**config.mk**
```make
export PLATFORM = sky130hd
export DESIGN_NAME = ddc_top
export DESIGN_NICKNAME = d
export VERILOG_FILES = /design/src/common/ddc_pkg.sv /design/src/common/ddc_clk_if.sv /design/src/logic/ddc_clock_divider.sv /design/src/logic/ddc_top.sv
export VERILOG_INCLUDE_DIRS = /design/src /design/src/common
export SDC_FILE = /design/constraint.sdc
export NUM_CORES = 1
export LEC_CHECK = 0
export BUFFER_PORTS_ARGS = -buffer_cell sky130_fd_sc_hd__buf_2
export CAP_MARGIN = 20
export CORE_MARGIN = 2
export CORE_UTILIZATION = 45
export DETAILED_ROUTE_END_ITERATION = 7
export MAX_ROUTING_LAYER = met4
export PLACE_DENSITY = 0.72
export RECOVER_POWER = 50
export REMOVE_ABC_BUFFERS = 1
export SETUP_SLACK_MARGIN = 0.15
export SYNTH_ARGS = -nofsm -noshare
export SYNTH_HDL_FRONTEND = slang
export SYNTH_SLANG_ARGS = --single-unit
```
**constraint.sdc**
```tcl
create_clock -name clk -period 12.3 [get_ports clk]
set_clock_uncertainty 0.15 [all_clocks]
set_input_delay 2.46 -clock clk [delete_from_list [all_inputs] [get_ports clk]]
set_output_delay 2.46 -clock clk [all_outputs]
set_load 0.005 [all_outputs]
```
**src/common/ddc_defines.svh**
```systemverilog
`ifndef DDC_DEFINES_SVH
`define DDC_DEFINES_SVH

// --------------------------------------------------------------------
// control word layout (bits of the 8-bit word)
// --------------------------------------------------------------------
`define DDC_SLEEP_REQUEST_BIT    7
`define DDC_CONVERTER_ACTIVE_BIT 6
`define DDC_SECOND_FILTER_ON     5
`define DDC_FIRST_FILTER_ON      4
`define DDC_GAIN_TRIM_BIT3       3
`define DDC_GAIN_TRIM_BIT0       0
`define DDC_CW_PORT_MSB          9
`define DDC_CW_PORT_LSB          2
`define DDC_CW_RESET             8'h48
`define DDC_GAIN_ZERO_CODE       5'h08

// --------------------------------------------------------------------
// register map (byte addresses)
// --------------------------------------------------------------------
`define DDC_ADDR_CONFIG          12'h000
`define DDC_ADDR_STATUS          12'h004
`define DDC_ADDR_SAMPLE_A        12'h008
`define DDC_ADDR_SAMPLE_B        12'h00c
`define DDC_ADDR_BITS            12

// status word fields
`define DDC_ST_MODE_LSB          0
`define DDC_ST_SLEEP             2
`define DDC_ST_STANDBY           3
`define DDC_ST_DATACLK           4
`define DDC_ST_INTERLEAVE        5

`endif

```
**src/common/ddc_pkg.sv**
```systemverilog
package ddc_pkg;
    typedef enum logic [1:0] {
        DDC_INTERP_1X = 2'b00,
        DDC_INTERP_2X = 2'b01,
        DDC_INTERP_4X = 2'b10
    } ddc_interp_e;

    typedef logic [9:0] ddc_sample_t;
endpackage

```
**src/common/ddc_clk_if.sv**
```systemverilog
`timescale 1ns/1ps
`default_nettype none
interface ddc_clk_if;
    import ddc_pkg::*;
    logic        diffTick;
    logic        diffLevel;
    ddc_interp_e interp;
    logic        dataClk;
    logic        dataRise;
    logic        dataFall;

    modport div  (input diffTick, diffLevel, interp,
                  output dataClk, dataRise, dataFall);
    modport user (output diffTick, diffLevel, interp,
                  input dataClk, dataRise, dataFall);
endinterface
`default_nettype wire

```
**src/logic/ddc_clock_divider.sv**
```systemverilog
`timescale 1ns/1ps
`default_nettype none
module ddc_clock_divider (
    input  wire logic clk,
    input  wire logic rst,
    ddc_clk_if.div    dv
);
    import ddc_pkg::*;

    logic cnt_q;
    logic cnt_d;
    logic clkOut_q;
    logic clkOut_d;
    logic rise_q;
    logic rise_d;
    logic fall_q;
    logic fall_d;

    // ----------------------------------------------------------------
    // divide by 1, 2 or 4
    // ----------------------------------------------------------------
    always_comb begin
        cnt_d    = cnt_q;
        clkOut_d = clkOut_q;
        case (dv.interp)
            DDC_INTERP_2X: begin
                if (dv.diffTick) begin
                    clkOut_d = ~clkOut_q;
                end
            end
            DDC_INTERP_4X: begin
                if (dv.diffTick) begin
                    cnt_d = ~cnt_q;
                    if (cnt_q) begin
                        clkOut_d = ~clkOut_q;
                    end
                end
            end
            default: begin
                clkOut_d = dv.diffLevel;
                cnt_d    = 1'b0;
            end
        endcase
        rise_d = clkOut_d & ~clkOut_q;
        fall_d = ~clkOut_d & clkOut_q;
    end

    always_ff @(posedge clk or posedge rst) begin
        if (rst) begin
            cnt_q    <= 1'b0;
            clkOut_q <= 1'b0;
            rise_q   <= 1'b0;
            fall_q   <= 1'b0;
        end else begin
            cnt_q    <= cnt_d;
            clkOut_q <= clkOut_d;
            rise_q   <= rise_d;
            fall_q   <= fall_d;
        end
    end

    assign dv.dataClk  = clkOut_q;
    assign dv.dataRise = rise_q;
    assign dv.dataFall = fall_q;
endmodule
`default_nettype wire

```
**src/logic/ddc_top.sv**
```systemverilog
// Summary of operation
// - sleep bit gives power-down, inactive gives standby, filters pick 1x/2x/4x
// - four-bit channel A gain trim, 0000 +0.4 dB, 1000 0 dB, 1111 -0.35 dB
// - data clock out is input clock divided by 1, 2 or 4
// - converter outputs update once per input clock period while active, not in sleep or standby
// - non-interleaved words captured on rising edge, output next rising edge
// - interleave select high takes both channels from port A
// - interleaved: channel B on falling edge, channel A on next rise
// - interleaved: both outputs update on rise after channel A capture
// - control word on port A bits 9..2, sleep bit first, trim last
// - control word captured on falling edge of active-low strobe
// - after reset: active, 1x, 0 dB trim
//
// Implementation choices: the register addresses and register access over AHB-Lite.
`timescale 1ns/1ps
`default_nettype none
`include "ddc_defines.svh"
module ddc_top (
    input  wire logic          clk,
    input  wire logic          rst,
    input  wire logic          diffClockInPos,
    input  wire logic          diffClockInNeg,
    input  wire logic [9:0]    portA,
    input  wire logic [9:0]    portB,
    input  wire logic          interleaveSelect,
    input  wire logic          controlWordStrobeN,
    input  wire logic          hsel,
    input  wire logic [31:0]   haddr,
    input  wire logic [1:0]    htrans,
    input  wire logic          hwrite,
    input  wire logic [2:0]    hsize,
    input  wire logic [31:0]   hwdata,
    input  wire logic          hready,
    output logic               hreadyout,
    output logic [31:0]        hrdata,
    output logic               hresp,
    output logic               dataClkOut,
    output ddc_pkg::ddc_sample_t dacA,
    output ddc_pkg::ddc_sample_t dacB,
    output logic               dacUpdate,
    output logic               sleepMode,
    output logic               standbyMode,
    output ddc_pkg::ddc_interp_e interpMode,
    output logic signed [4:0]  gainStepsA
);
    import ddc_pkg::*;

    ddc_clk_if cif ();

    // ----------------------------------------------------------------
    // input clock edge and strobe edge detection
    // ----------------------------------------------------------------
    logic diffLevel;
    logic diffPrev_q;
    logic strobePrev_q;
    logic diffTick;
    logic strobeFall;

    assign diffLevel  = diffClockInPos & ~diffClockInNeg;
    assign diffTick   = diffLevel & ~diffPrev_q;
    assign strobeFall = strobePrev_q & ~controlWordStrobeN;

    always_ff @(posedge clk or posedge rst) begin
        if (rst) begin
            diffPrev_q   <= 1'b0;
            strobePrev_q <= 1'b1;
        end else begin
            diffPrev_q   <= diffLevel;
            strobePrev_q <= controlWordStrobeN;
        end
    end

    // ----------------------------------------------------------------
    // bus slave address phase
    // ----------------------------------------------------------------
    logic                       wrPend_q;
    logic                       wrPend_d;
    logic [`DDC_ADDR_BITS-1:0]  wrAddr_q;
    logic [`DDC_ADDR_BITS-1:0]  wrAddr_d;
    logic                       busTake;
    logic                       cfgWrite;

    assign busTake  = hsel & htrans[1] & hready;
    assign cfgWrite = wrPend_q & (wrAddr_q == `DDC_ADDR_CONFIG);

    always_comb begin
        wrPend_d = busTake & hwrite;
        wrAddr_d = busTake ? haddr[`DDC_ADDR_BITS-1:0] : wrAddr_q;
    end

    // ----------------------------------------------------------------
    // control word and mode decode
    // ----------------------------------------------------------------
    logic [7:0]  ctrl_q;
    logic [7:0]  ctrl_d;
    logic [7:0]  newWord;
    logic        loadWord;
    ddc_interp_e interp_q;
    ddc_interp_e interp_d;

    always_comb begin
        newWord  = portA[`DDC_CW_PORT_MSB:`DDC_CW_PORT_LSB];
        loadWord = strobeFall;
        if (cfgWrite) begin
            newWord  = hwdata[7:0];
            loadWord = 1'b1;
        end
        ctrl_d   = loadWord ? newWord : ctrl_q;
        interp_d = interp_q;
        if (loadWord) begin
            case ({newWord[`DDC_SECOND_FILTER_ON],
                   newWord[`DDC_FIRST_FILTER_ON]})
                2'b00:   interp_d = DDC_INTERP_1X;
                2'b01:   interp_d = DDC_INTERP_2X;
                2'b11:   interp_d = DDC_INTERP_4X;
                default: interp_d = interp_q;
            endcase
        end
    end

    always_ff @(posedge clk or posedge rst) begin
        if (rst) begin
            ctrl_q   <= `DDC_CW_RESET;
            interp_q <= DDC_INTERP_1X;
            wrPend_q <= 1'b0;
            wrAddr_q <= '0;
        end else begin
            ctrl_q   <= ctrl_d;
            interp_q <= interp_d;
            wrPend_q <= wrPend_d;
            wrAddr_q <= wrAddr_d;
        end
    end

    // ----------------------------------------------------------------
    // data clock divider
    // ----------------------------------------------------------------
    assign cif.diffTick  = diffTick;
    assign cif.diffLevel = diffLevel;
    assign cif.interp    = interp_q;

    ddc_clock_divider u_div (
        .clk (clk),
        .rst (rst),
        .dv  (cif.div)
    );

    // ----------------------------------------------------------------
    // sample capture pipeline
    // ----------------------------------------------------------------
    ddc_sample_t inA_q;
    ddc_sample_t inA_d;
    ddc_sample_t inB_q;
    ddc_sample_t inB_d;
    ddc_sample_t fallB_q;
    ddc_sample_t fallB_d;
    ddc_sample_t outA_q;
    ddc_sample_t outA_d;
    ddc_sample_t outB_q;
    ddc_sample_t outB_d;

    always_comb begin
        inA_d   = inA_q;
        inB_d   = inB_q;
        fallB_d = fallB_q;
        outA_d  = outA_q;
        outB_d  = outB_q;
        if (interleaveSelect && cif.dataFall) begin
            fallB_d = portA;
        end
        if (cif.dataRise) begin
            outA_d = inA_q;
            outB_d = inB_q;
            inA_d  = portA;
            if (interleaveSelect) begin
                inB_d = fallB_q;
            end else begin
                inB_d = portB;
            end
        end
    end

    always_ff @(posedge clk or posedge rst) begin
        if (rst) begin
            inA_q   <= '0;
            inB_q   <= '0;
            fallB_q <= '0;
            outA_q  <= '0;
            outB_q  <= '0;
        end else begin
            inA_q   <= inA_d;
            inB_q   <= inB_d;
            fallB_q <= fallB_d;
            outA_q  <= outA_d;
            outB_q  <= outB_d;
        end
    end

    // ----------------------------------------------------------------
    // converter update and mode outputs
    // ----------------------------------------------------------------
    logic        active;
    ddc_sample_t dacA_d;
    ddc_sample_t dacB_d;
    logic        dacUpdate_d;
    logic        sleep_d;
    logic        standby_d;
    logic signed [4:0] gain_d;

    assign active = ~ctrl_q[`DDC_SLEEP_REQUEST_BIT]
                  & ctrl_q[`DDC_CONVERTER_ACTIVE_BIT];

    always_comb begin
        sleep_d     = ctrl_q[`DDC_SLEEP_REQUEST_BIT];
        standby_d   = ~ctrl_q[`DDC_SLEEP_REQUEST_BIT]
                    & ~ctrl_q[`DDC_CONVERTER_ACTIVE_BIT];
        gain_d      = $signed(`DDC_GAIN_ZERO_CODE)
                    - $signed({1'b0, ctrl_q[`DDC_GAIN_TRIM_BIT3:
                                             `DDC_GAIN_TRIM_BIT0]});
        dacUpdate_d = diffTick & active;
        dacA_d      = dacA;
        dacB_d      = dacB;
        if (diffTick && active) begin
            dacA_d = outA_q;
            dacB_d = outB_q;
        end
    end

    always_ff @(posedge clk or posedge rst) begin
        if (rst) begin
            dacA        <= '0;
            dacB        <= '0;
            dacUpdate   <= 1'b0;
            sleepMode   <= 1'b0;
            standbyMode <= 1'b0;
            interpMode  <= DDC_INTERP_1X;
            gainStepsA  <= '0;
            dataClkOut  <= 1'b0;
        end else begin
            dacA        <= dacA_d;
            dacB        <= dacB_d;
            dacUpdate   <= dacUpdate_d;
            sleepMode   <= sleep_d;
            standbyMode <= standby_d;
            interpMode  <= interp_q;
            gainStepsA  <= gain_d;
            dataClkOut  <= cif.dataClk;
        end
    end

    // ----------------------------------------------------------------
    // bus slave read data
    // ----------------------------------------------------------------
    logic [31:0] rdata_d;
    logic [`DDC_ADDR_BITS-1:0] rdAddr;

    assign rdAddr = haddr[`DDC_ADDR_BITS-1:0];

    always_comb begin
        rdata_d = hrdata;
        if (busTake && !hwrite) begin
            if (rdAddr == `DDC_ADDR_CONFIG) begin
                rdata_d = {24'h000000, ctrl_d};
            end else if (rdAddr == `DDC_ADDR_STATUS) begin
                rdata_d = 32'h00000000;
                rdata_d[`DDC_ST_MODE_LSB +: 2] = interp_d;
                rdata_d[`DDC_ST_SLEEP]      = ctrl_d[`DDC_SLEEP_REQUEST_BIT];
                rdata_d[`DDC_ST_STANDBY]    =
                    ~ctrl_d[`DDC_SLEEP_REQUEST_BIT]
                    & ~ctrl_d[`DDC_CONVERTER_ACTIVE_BIT];
                rdata_d[`DDC_ST_DATACLK]    = cif.dataClk;
                rdata_d[`DDC_ST_INTERLEAVE] = interleaveSelect;
            end else if (rdAddr == `DDC_ADDR_SAMPLE_A) begin
                rdata_d = {22'h0, dacA};
            end else if (rdAddr == `DDC_ADDR_SAMPLE_B) begin
                rdata_d = {22'h0, dacB};
            end else begin
                rdata_d = 32'h00000000;
            end
        end
    end

    always_ff @(posedge clk or posedge rst) begin
        if (rst) begin
            hrdata    <= 32'h00000000;
            hreadyout <= 1'b1;
            hresp     <= 1'b0;
        end else begin
            hrdata    <= rdata_d;
            hreadyout <= 1'b1;
            hresp     <= 1'b0;
        end
    end
endmodule
`default_nettype wire

```
## Word level (Yosys, flattened, before mapping)

Cells that the tools add are included.

- Div/mod/pow operators: 0
- Add/subtract/negate cells: 1
- Muxes and demuxes: 16
- Bitwise logic cells: 24
- Shift-type cells: 0
- Magnitude comparators: 0
- Multipliers: 0
- Reductions and logical operators: 8
- Equal/unequal tests: 8

Operators by type and width:

| kind | count |
|---|---|
| $mux 10 | 5 |
| $eq 12x4->1 const B | 2 |
| $logic_not 12->1 | 2 |
| $mux 8 | 2 |
| $and 1x1->1 | 13 |
| $eq 12x3->1 const B | 1 |
| $not 1->1 | 11 |
| $pmux 2 s3 | 1 |
| $mux 1 | 5 |
| $sub 4x4->5 const A | 1 |
| $eq 2x1->1 const B | 2 |
| $eq 2x2->1 const B | 2 |
| $pmux 1 s2 | 2 |
| $logic_and 1x1->1 | 3 |
| $logic_not 2->1 | 1 |
| $mux 2 | 1 |
| $ne 2x2->1 const B | 1 |
| $reduce_and 2->1 | 1 |
| $logic_not 1->1 | 1 |

- Memory bits (read-only): 0
- Bits in latches: 0
- Bits in registers: 142
- Output and inout bits: 65
- Memories kept: 0
- Input bits: 98
- Logic and storage cells: 81
- Memory bits (writable): 0

## Depth between registers and ports, before layout

Gate-level depths: netlist (run 1).

- Depth in word-level cells: 8
- Mapped depth: 7
- Mapped depth without buffers: 7

## Modules after synthesis

From an unflattened synthesis (run 1), not the netlist that was laid out.

- Cells, all modules: 405
- Area, all modules: 5248.8 µm²

Modules (own cells, without submodules):

| module | area each (µm²) | sequential area each (µm²) | instances | cells an instance |
|---|---|---|---|---|
| ddc_top | 5018.6 | 2906.5 | 1 | 382 |
| ddc_clock_divider | 230.2 | 100.1 | 1 | 23 |

## Worst setup path after synthesis (run 1)

Ideal clock, no wire load.

- Kind: input to register
- Start: in controlWordStrobeN
- End: reg hrdata[3]
- Arrival time: 3873 ps
- Path slack: 8195 ps
- Data required time: 12068 ps
- Cell stages on the path: 5
- Path buffers: 0
- Setup time: 82 ps
- Path through: nand2b_1 > mux2_2 > mux2_2 > or4_1 > a31oi_1

- Longest elaborated chain between the ends: 8
- Elaborated cells between the ends (all ways): 9
- Those cells by class: mux: 4; bitwise: 5

Ends and longest elaborated chain:

| element | RTL line | RTL |
|---|---|---|
| start: declaration | ddc_top.sv:26 | `input wire logic controlWordStrobeN,` |
| $not 1->1 | ddc_top.sv:61 | `assign strobeFall = strobePrev_q & ~controlWordStrobeN;` |
| $and 1x1->1 | ddc_top.sv:61 |  |
| $mux 1 | ddc_top.sv:104 | `if (cfgWrite) begin` |
| $mux 8 | ddc_top.sv:108 | `ctrl_d = loadWord ? newWord : ctrl_q;` |
| named net ctrl_d[7] | ddc_top.sv:95 | `logic [7:0] ctrl_d;` |
| $not 1->1 | ddc_top.sv:269 | `` ~ctrl_d[`DDC_SLEEP_REQUEST_BIT] `` |
| $and 1x1->1 | ddc_top.sv:269 |  |
| $mux 10 | ddc_top.sv:264 | `` end else if (rdAddr == `DDC_ADDR_STATUS) begin `` |
| $mux 10 | ddc_top.sv:262 | `` if (rdAddr == `DDC_ADDR_CONFIG) begin `` |
| end signal: assignment | ddc_top.sv:289 | `hrdata <= rdata_d;` |
| end: declaration | ddc_top.sv:35 | `output logic [31:0] hrdata,` |

The timed path passes the listed nets, and every way through them passes these cells.
A chain may end at the register's enable or synchronous reset.

## Final worst setup path (run 1)

- Start: in diffClockInNeg
- End: reg dacB[5]

- Longest elaborated chain between the ends: 4

Ends and longest elaborated chain:

| element | RTL line | RTL |
|---|---|---|
| start: declaration | ddc_top.sv:22 | `input wire logic diffClockInNeg,` |
| $not 1->1 | ddc_top.sv:59 | `assign diffLevel = diffClockInPos & ~diffClockInNeg;` |
| $and 1x1->1 | ddc_top.sv:59 |  |
| $and 1x1->1 | ddc_top.sv:60 | `assign diffTick = diffLevel & ~diffPrev_q;` |
| $logic_and 1x1->1 | ddc_top.sv:223 | `if (diffTick && active) begin` |
| end signal: assignment | ddc_top.sv:232 | `dacB <= '0;` |
| end signal: assignment | ddc_top.sv:241 | `dacB <= dacB_d;` |
| end: declaration | ddc_top.sv:39 | `output ddc_pkg::ddc_sample_t dacB,` |

No other way between the ends.

==> run summary, run 1 <==
The run finished, with violations left. After synthesis the cells add up to 5240 um^2. The number of hold violations in the final report came out at 0. The number of maximum-capacitance violations came out at 2.

Clock latency on the worst-skew pair, taken at its later pin, is 0.41 ns. The met2 routed wirelength is 5248 um. The maximum clock frequency is 214.2 MHz.

The first global-routing pass estimated 18,260 um of wire. The share of total power dissipated in combinational logic is 0.193. The initial standard-cell utilization of the core came out at 0.4609. The TritonCTS buffer count is 17.

The CTS tree is built. The initial detailed-routing violation count came out at 203. In this run the top signal layer used is met4.

Detailed routing placed a total of 879 um of wire on met3. For this design the top-level I/O count stands at 163. The die footprint is 12,520 um^2.

The worst setup path is of the in -> reg kind. For this run, the number of standard cells in the final layout without fillers is 700. STA classifies the critical path startpoint as an input pin. The clock root buffer is sky130_fd_sc_hd__clkbuf_16. The cell area reported after detailed placement came out at 5707 um^2.

The capturing point of the worst reg2reg path is dacB[5]$_DFFE_PP0P_. The residual DRC count came out at 0. After routing, the total negative slack on setup checks comes to 0 ns.

In this run the worst path has a maximum fanout of 21. The average footprint of a synthesized cell is 11.52 um^2. The minimum period implied by the final worst setup slack is 4.668 ns. Once the clock tree was built, the resizer swapped 0 gates to a different size. For the pin with the worst max-slew slack, the measured transition is 2.684 ns. The area of the placeable core is 11,370 um^2. The static leakage is 0.003079 uW. The final count of negative-setup-slack endpoints came out at 0.

Post-CTS timing repair inserted 0 buffers for setup. The register area share after synthesis came out at 0.5738. The number of inserted diodes is 0.

The clock net sink count came out at 120. The routability congestion estimate from global placement came out at 0.8599. The power share of the sequential group came out at 0.444. Buffers inserted to repair hold after CTS numbered 0. The total of flip-flops plus latches after synthesis is 120. Traced cell by cell, the critical path runs through buf_2 > nor3b_1 > nand3b_1 > inv_1 > nand2_1 > nand2_1. Clock-pin slew was measured on the worst setup and hold paths at 0.06 ns.

The first detailed-routing pass took 4 iterations. The via count of the first global-routing pass is 3,533. The worst supply voltage drop on vdd came out at 0.0001966 V.

The cell type with the highest occurrence count on the critical path is sky130_fd_sc_hd__nand2_1. The die extent in x is 111.9 um. For this run, the leading register cell type out of synthesis is sky130_fd_sc_hd__dfrtp_1. The die height is 111.9 um. Power spread over the standard cell area amounts to 218.0 nW/um^2. The count of cell types in the netlist is 51. Following the worst setup path forward leads to its endpoint at dacB[5]$_DFFE_PP0P_. The switching portion of total power came out at 0.2702.

The flop-to-flop setup slack is 9.43 ns. The total track usage came out at 0.1972. Once detail routing completed, the nets flagged for antenna violations numbered 0. The critical-path cell with the highest stage delay is sky130_fd_sc_hd__inv_1. The largest stage delay on the critical path came out at 0.84 ns.

The worst pin sits at a relative slew slack of -0.7992. The checks that failed: capacitance limit, slew limit. For this run the aggregate overflow at the end of global routing stands at 0. The share of flip-flops with an asynchronous set or reset after synthesis is 1.000. Summed over all nets, the half-perimeter wirelength after detailed placement is 7817 um. The number of antenna violations at the first check in global routing came out at 0. The number of cells on the worst hold path came out at 0.

The layout cell share with drive strength beyond 1 is 0.3250. The area growth from synthesis to final layout is 19.91%. In this run the power spent charging and discharging nets is 370.0 uW. The startpoint identified for the worst register-to-register timing path is diffPrev_q$_DFF_PP0_. The number of cells on the worst reg-to-reg path is 5. The cell row count is 39. The maximum clock path buffer count came out at 2. The maximum level of the CTS H-tree came out at 4. The arrival time at the worst endpoint came out at 4.86 ns. The data required time at the worst endpoint came out at 12.49 ns. After detailed routing, the wire length on met1 is 5129 um. The synthesized instance count came out at 455.

The number of synthesized flops with an enable pin came out at 0. The count of warnings emitted by yosys came out at 0. The library cell used most frequently in the layout, excluding fill and tap cells, is sky130_fd_sc_hd__dfrtp_1.

After routing the design area is 6284 um^2. The top cell types in the final layout, fill and taps aside, are sky130_fd_sc_hd__dfrtp_1, sky130_fd_sc_hd__buf_2, sky130_fd_sc_hd__nand2_1. The routed length per placed instance came out at 16.31 um. The max-slew violation count came out at 114. In this run, placement finished with an instance count of 668.

The portion of the clock cycle consumed by the worst path in the final layout came out at 0.3795. The maximum number of pins on one net before global-route repair came out at 63. The total detailed-routing wirelength came out at 11,420 um. The share of total power dissipated in the clock network is 0.363. The worst setup path is captured at a register.

The via density per instance came out at 5.117. The first element of the critical path is diffClockInNeg. The layout net count is 645. The number of I/O port buffers is 90.

Setup repair after global routing left no endpoint under its margin. In this run the worst hold path is classified as reg -> reg. The internal power is 999.6 uW. The final route contains 3,582 vias.
## worst min path at each step
stage | start | end | slack (ns)
3_5_place_dp | ctrl_q[7]$_DFF_PP0_ | sleepMode$_DFF_PP0_ | 0.25
6_report | cif.interp[0]$_DFF_PP0_ | interpMode[0]$_DFF_PP0_ | 0.26
5_1_grt | cif.interp[0]$_DFF_PP0_ | interpMode[0]$_DFF_PP0_ | 0.29
2_1_floorplan | cif.interp[0]$_DFF_PP0_ | interpMode[0]$_DFF_PP0_ | 0.23
3_3_place_gp | ctrl_q[7]$_DFF_PP0_ | sleepMode$_DFF_PP0_ | 0.25
4_1_cts | cif.interp[0]$_DFF_PP0_ | interpMode[0]$_DFF_PP0_ | 0.27
## layout make-up
cell class | instances | area (um^2)
timing repair buffer | 92 | 456.7
clock inverter | 9 | 122.6
inverter | 14 | 53.80
multi-input combinational | 299 | 1997
clock buffer | 23 | 467.9
tap | 143 | 178.9
fill | 984 | 5086
sequential | 120 | 3007
## layer usage
metal | vias up | global-route usage
met2 | 116 | 0.2958
met4 | 0 | 0.06091
li1 | 1681 | -
met3 | 12 | 0.05934
met1 | 1773 | 0.2605
met5 | - | -
## power groups by stage
stage / combinational (uW) / sequential, uW / clock [uW]
final: 264 / 608 / 497
after global routing: 297 / 625 / 522
after CTS: 268 / 608 / 503
after detailed placement: 267 / 613 / 0
after global placement: 257 / 606 / 0
after floorplan: 167 / 604 / 0
## synth_stat cells, drive strengths merged (2+ instances only)
master  number  area share
a21oi       20       0.019
a22oi        3      0.0043
a32o         2      0.0038
and2         3      0.0036
and3b        2      0.0033
buf         29       0.039
clkbuf      15       0.011
conb         2      0.0014
dfrtp      117        0.56
dfstp        3       0.015
ha           3      0.0072
inv         14       0.010
mux2        61        0.13
mux2i       19       0.036
nand2       76       0.054
nand2b       4      0.0048
nand3        4      0.0038
nand4        2      0.0036
nor2        34       0.024
nor2b        3      0.0036
nor3         2      0.0019
nor3b        2      0.0029
nor4         3      0.0093
o21ai       10      0.0095
o221ai       2      0.0033
## logic make-up after synthesis
family,Yosys count,share of synthesized area
AO/OA/AOI/OAI,48,0.05707
XOR/XNOR,2,0.003343
adder cells (fa/ha/maj),3,0.007164
buffers and inverters,58,0.06017
flip-flops,120,0.5738
multiplexers,81,0.1724
other,2,0.001433
AND/OR/NAND/NOR,141,0.1246
## critical path: cells and delay by family
family / cells / cell delay (ns)
buffers and inverters: 2 / 0.95
and+or+nand+nor: 4 / 1.45
## flip-flops by register name, indices dropped and copies added (netlist names), 5 cells and up
| register | count |
|---|---|
| dacA | 10 |
| dacB | 10 |
| inA_q | 10 |
| outB_q | 10 |
| gainStepsA | 5 |
| fallB_q | 10 |
| hrdata | 10 |
| inB_q | 10 |
| outA_q | 10 |
| ctrl_q | 8 |
| wrAddr_q | 12 |
## stage by stage
step,worst slack (ns),utilization,hold WS [ns],total power (uW)
global route,7.117,0.5527,0.2869,1444
global placement,7.232,0.5019,0.2453,862.3
CTS,7.673,0.5539,0.2675,1379
finish,7.632,0.5527,0.2604,1370
floorplan,6.509,-,0.2298,770.8
detailed placement,7.247,0.5019,0.2545,879.9
(Power assumes the default switching activity.)
==> run 2: changes to the inputs <==
PLACE_DENSITY = 0.74   (was 0.72)
clock period = 3.8 ns   (was 12.3 ns; I/O delays follow)
==> run 2 against run 1 <==
Against the previous run: the flow still finishes with violations (capacitance limit, slew limit); sequential share of layout area shrank 0.58 points; cell area grew 1.2%; die area is the same; combinational power grew to 3.3 times the previous value; via count grew 0.95%; sequential power grew to 3.3 times the previous value; total power grew to 3.3 times the previous value; sequential cell count is the same; critical path type is now reg -> reg; critical endpoint is now outA_q[8]$_DFFE_PP0P_; largest cell class unchanged.
==> run summary, run 2 (synthesis gave the netlist of run 1 again) <==
The clock net sink count came out at 120 (unchanged). For the finished layout, the period the worst path requires is 2.786 ns. The boundary pin count is 163 (unchanged). The total negative slack for setup checks is 0 ns (unchanged). The static leakage came to 0.003117 uW (was 0.003079 uW). The end of the worst hold path is interpMode[0]$_DFF_PP0_ (unchanged).

The post-cts hold buffer count is 0 (unchanged). The class of the most critical setup path is reg -> reg (was in -> reg). The most flop-heavy register is wrAddr_q (unchanged).

The clock-pin slew reported for the worst setup and hold paths after clock tree synthesis came out at 0.05 ns (was 0.06 ns). The clock share of power is 0.377 (was 0.363). The data required time at the worst endpoint was 3.93 ns (was 12.49 ns).

The maximum level of the CTS H-tree is 4 (unchanged). The arrival time at the worst endpoint came out at 2.92 ns (was 4.86 ns). The total detailed-routing wirelength is 11,580 um (was 11,420 um). The non-filler instance count after layout is 701 (was 700).

Derived from the worst setup path, the maximum achievable clock frequency is 358.9 MHz. The start point of the worst min-delay path was cif.interp[0]$_DFF_PP0_ (unchanged). The clock root buffer is sky130_fd_sc_hd__clkbuf_16 (unchanged). The leading cell type in the layout, fill and taps excluded is sky130_fd_sc_hd__dfrtp_1 (unchanged). The die height is 111.9 um (unchanged). The combinational share of power came to 0.190 (was 0.193). The cell row count is 39 (unchanged). The number of antenna violations at the first check in global routing came to 0 (unchanged). The power dissipated by switching net loads is 1196 uW (was 370.0 uW). The final HPWL from detailed placement came to 8024 um (was 7817 um). The largest stage delay on the critical path came out at 1.70 ns (was 0.84 ns).

The wire length of the first global-routing pass is 18,760 um (was 18,260 um). The insertion delay to the later sink of the worst-skew pair is 0.41 ns (about the same). Violations in the final reports: capacitance limit, slew limit (unchanged).

The normalized max-slew margin is -0.6077 (was -0.7992). The routability congestion estimate from global placement came out at 0.8308 (was 0.8599). The final count of negative-setup-slack endpoints is 0 (unchanged). The via count of the first global-routing pass came out at 3,602 (was 3,533). The layout cell share with drive strength beyond 1 came to 0.3333 (was 0.3250). Result of the run: finished, violations left (unchanged). The capturing point of the worst reg2reg path is outA_q[8]$_DFFE_PP0P_ (was dacB[5]$_DFFE_PP0P_).

The number of hold violations in the final report came out at 0 (unchanged). The via density per instance is 5.158 (was 5.117). Unrepaired setup endpoints after global routing: no (unchanged). The maximum clock path buffer count came out at 2 (unchanged).

Most frequent cells in the layout: sky130_fd_sc_hd__dfrtp_1, sky130_fd_sc_hd__buf_2, sky130_fd_sc_hd__nand2_1 (unchanged). The depth of the worst register-to-register path came out at 2 (was 5). The hold slack came out at 0.2664 ns (was 0.2604 ns). The total overflow reported by the global router came to 0 (unchanged). The switching portion of total power is 0.2620 (was 0.2702). The largest fanout on the critical path came out at 50 (was 21). The die extent in x is 111.9 um (unchanged).

The cell count after placement is 671 (was 668). The overall power came out at 4564 uW (was 1370 uW). The flip-flop count of the largest register after layout is 12 (unchanged).

The number of post-CTS setup repair buffers is 0 (unchanged). The number of cells on the worst hold path is 0 (unchanged). The initial detailed-routing violation count is 227 (was 203).

The count of nets left with antenna violations after detail routing came out at 0 (unchanged). The area growth from synthesis to final layout came out at 21.39% (was 19.91%). The critical-path cell with the highest stage delay is sky130_fd_sc_hd__clkbuf_1 (was sky130_fd_sc_hd__inv_1). The summed area of non-filler cells in the final layout is 6361 um^2 (was 6284 um^2).

The initial standard-cell utilization of the core is 0.4609 (unchanged). The nature of the critical path startpoint is a register (was input pin). The routed length per placed instance came out at 16.52 um (was 16.31 um). The flop-to-flop setup slack is 1.01 ns (was 9.43 ns). The residual DRC count came out at 0 (unchanged). The count of TritonRoute iterations in the first routing pass was 4 (unchanged). The TritonCTS buffer count came to 17 (unchanged). The max-slew violation count is 106 (was 114). The maximum number of pins on one net before global-route repair came out at 67 (was 63).

The number of I/O port buffers is 90 (unchanged). The die footprint is 12,520 um^2 (unchanged). The number of inserted diodes came out at 0 (unchanged). The worst supply voltage drop on vdd came out at 0.0005527 V (was 0.0001966 V). The number of fillers in the final layout is 956 (was 984). The total track usage came out at 0.2018 (was 0.1972). The internal power is 3369 uW (was 999.6 uW). CP cell instances: clkbuf_1 > mux2_2 (was buf_2 > nor3b_1 > nand3b_1 > inv_1 > nand2_1 > nand2_1).

The power share of the sequential group came to 0.433 (was 0.444). The startpoint of the most critical register-to-register path is u_div.dv.dataRise$_DFF_PP0_ (was diffPrev_q$_DFF_PP0_). The portion of the clock cycle consumed by the worst path in the final layout is 0.7332.

The number of maximum-capacitance violations came out at 2 (unchanged). The layout net count is 648 (was 645). The via count came out at 3,616 (was 3,582).

The CTS tree was built (unchanged). The class of the worst hold path is reg -> reg (unchanged). The cell area reported after detailed placement came to 5742 um^2 (was 5707 um^2). The first element of the critical path is u_div.dv.dataRise$_DFF_PP0_ (was diffClockInNeg). The type of element capturing the critical path is a register (unchanged).

The total power density per cell area is 717.5 nW/um^2 (was 218.0 nW/um^2). The slew at the pin closest to its max-slew limit came to 2.398 ns (was 2.684 ns). The area of the placeable core is 11,370 um^2 (unchanged). The count of cells resized by post-cts repair came out at 0 (unchanged).
==> run 2: how the worst max path moves through the flow <==
stage	end	slack (ns)
floorplan	cif.interp[0]$_DFF_PP0_	-0.29
global placement	hrdata[3]$_DFFE_PP0P_	1.14
detailed placement	hrdata[3]$_DFFE_PP0P_	1.11
CTS	hrdata[2]$_DFFE_PP0P_	1.46
global route	outA_q[8]$_DFFE_PP0P_	0.82
finish	outA_q[8]$_DFFE_PP0P_	1.01
==> run 2: per-layer routing <==
layer | routed length (um) | part of all wire | track usage
met4 | 183 | 0.016 | 0.06749
met2 | 5638 | 0.49 | 0.3099
met5 | 0 | 0 | -
met1 | 4941 | 0.43 | 0.2614
met3 | 820 | 0.071 | 0.05498
==> run 2: cell type report <==
class | count | area (um^2) | share of cell area
inverter | 14 | 53.80 | 0.008458
clock buffer | 21 | 460.4 | 0.07238
clock inverter | 9 | 172.7 | 0.02714
sequential | 120 | 3007 | 0.4727
timing repair buffer | 95 | 488.0 | 0.07671
tap | 143 | 178.9 | 0.02813
multi-input combinational | 299 | 2001 | 0.3145
==> run 2: power by group through the flow <==
stage          combinational (uW)  clock, uW  sequential [uW]
3_3_place_gp                  831          0             1960
4_1_cts                       876       1760             1980
5_1_grt                       967       1810             2030
6_report                      867       1720             1980
3_5_place_dp                  863          0             1990
2_1_floorplan                 540          0             1950
==> run 2: per-stage QoR <==
step | setup WS [ns] | utilization
after floorplan | -0.2909 | -
after global placement | 1.141 | 0.5050
after detailed placement | 1.113 | 0.5050
after CTS | 1.460 | 0.5607
after global routing | 0.8218 | 0.5595
final | 1.014 | 0.5595
==> run 2: critical path, delay by kind of cell, from the launching register on <==
| kind | cells | cell delay, ns |
|---|---|---|
| buffers and inverters | 1 | 1.70 |
| flip-flops | 1 | 0.32 |
| multiplexers | 1 | 0.47 |
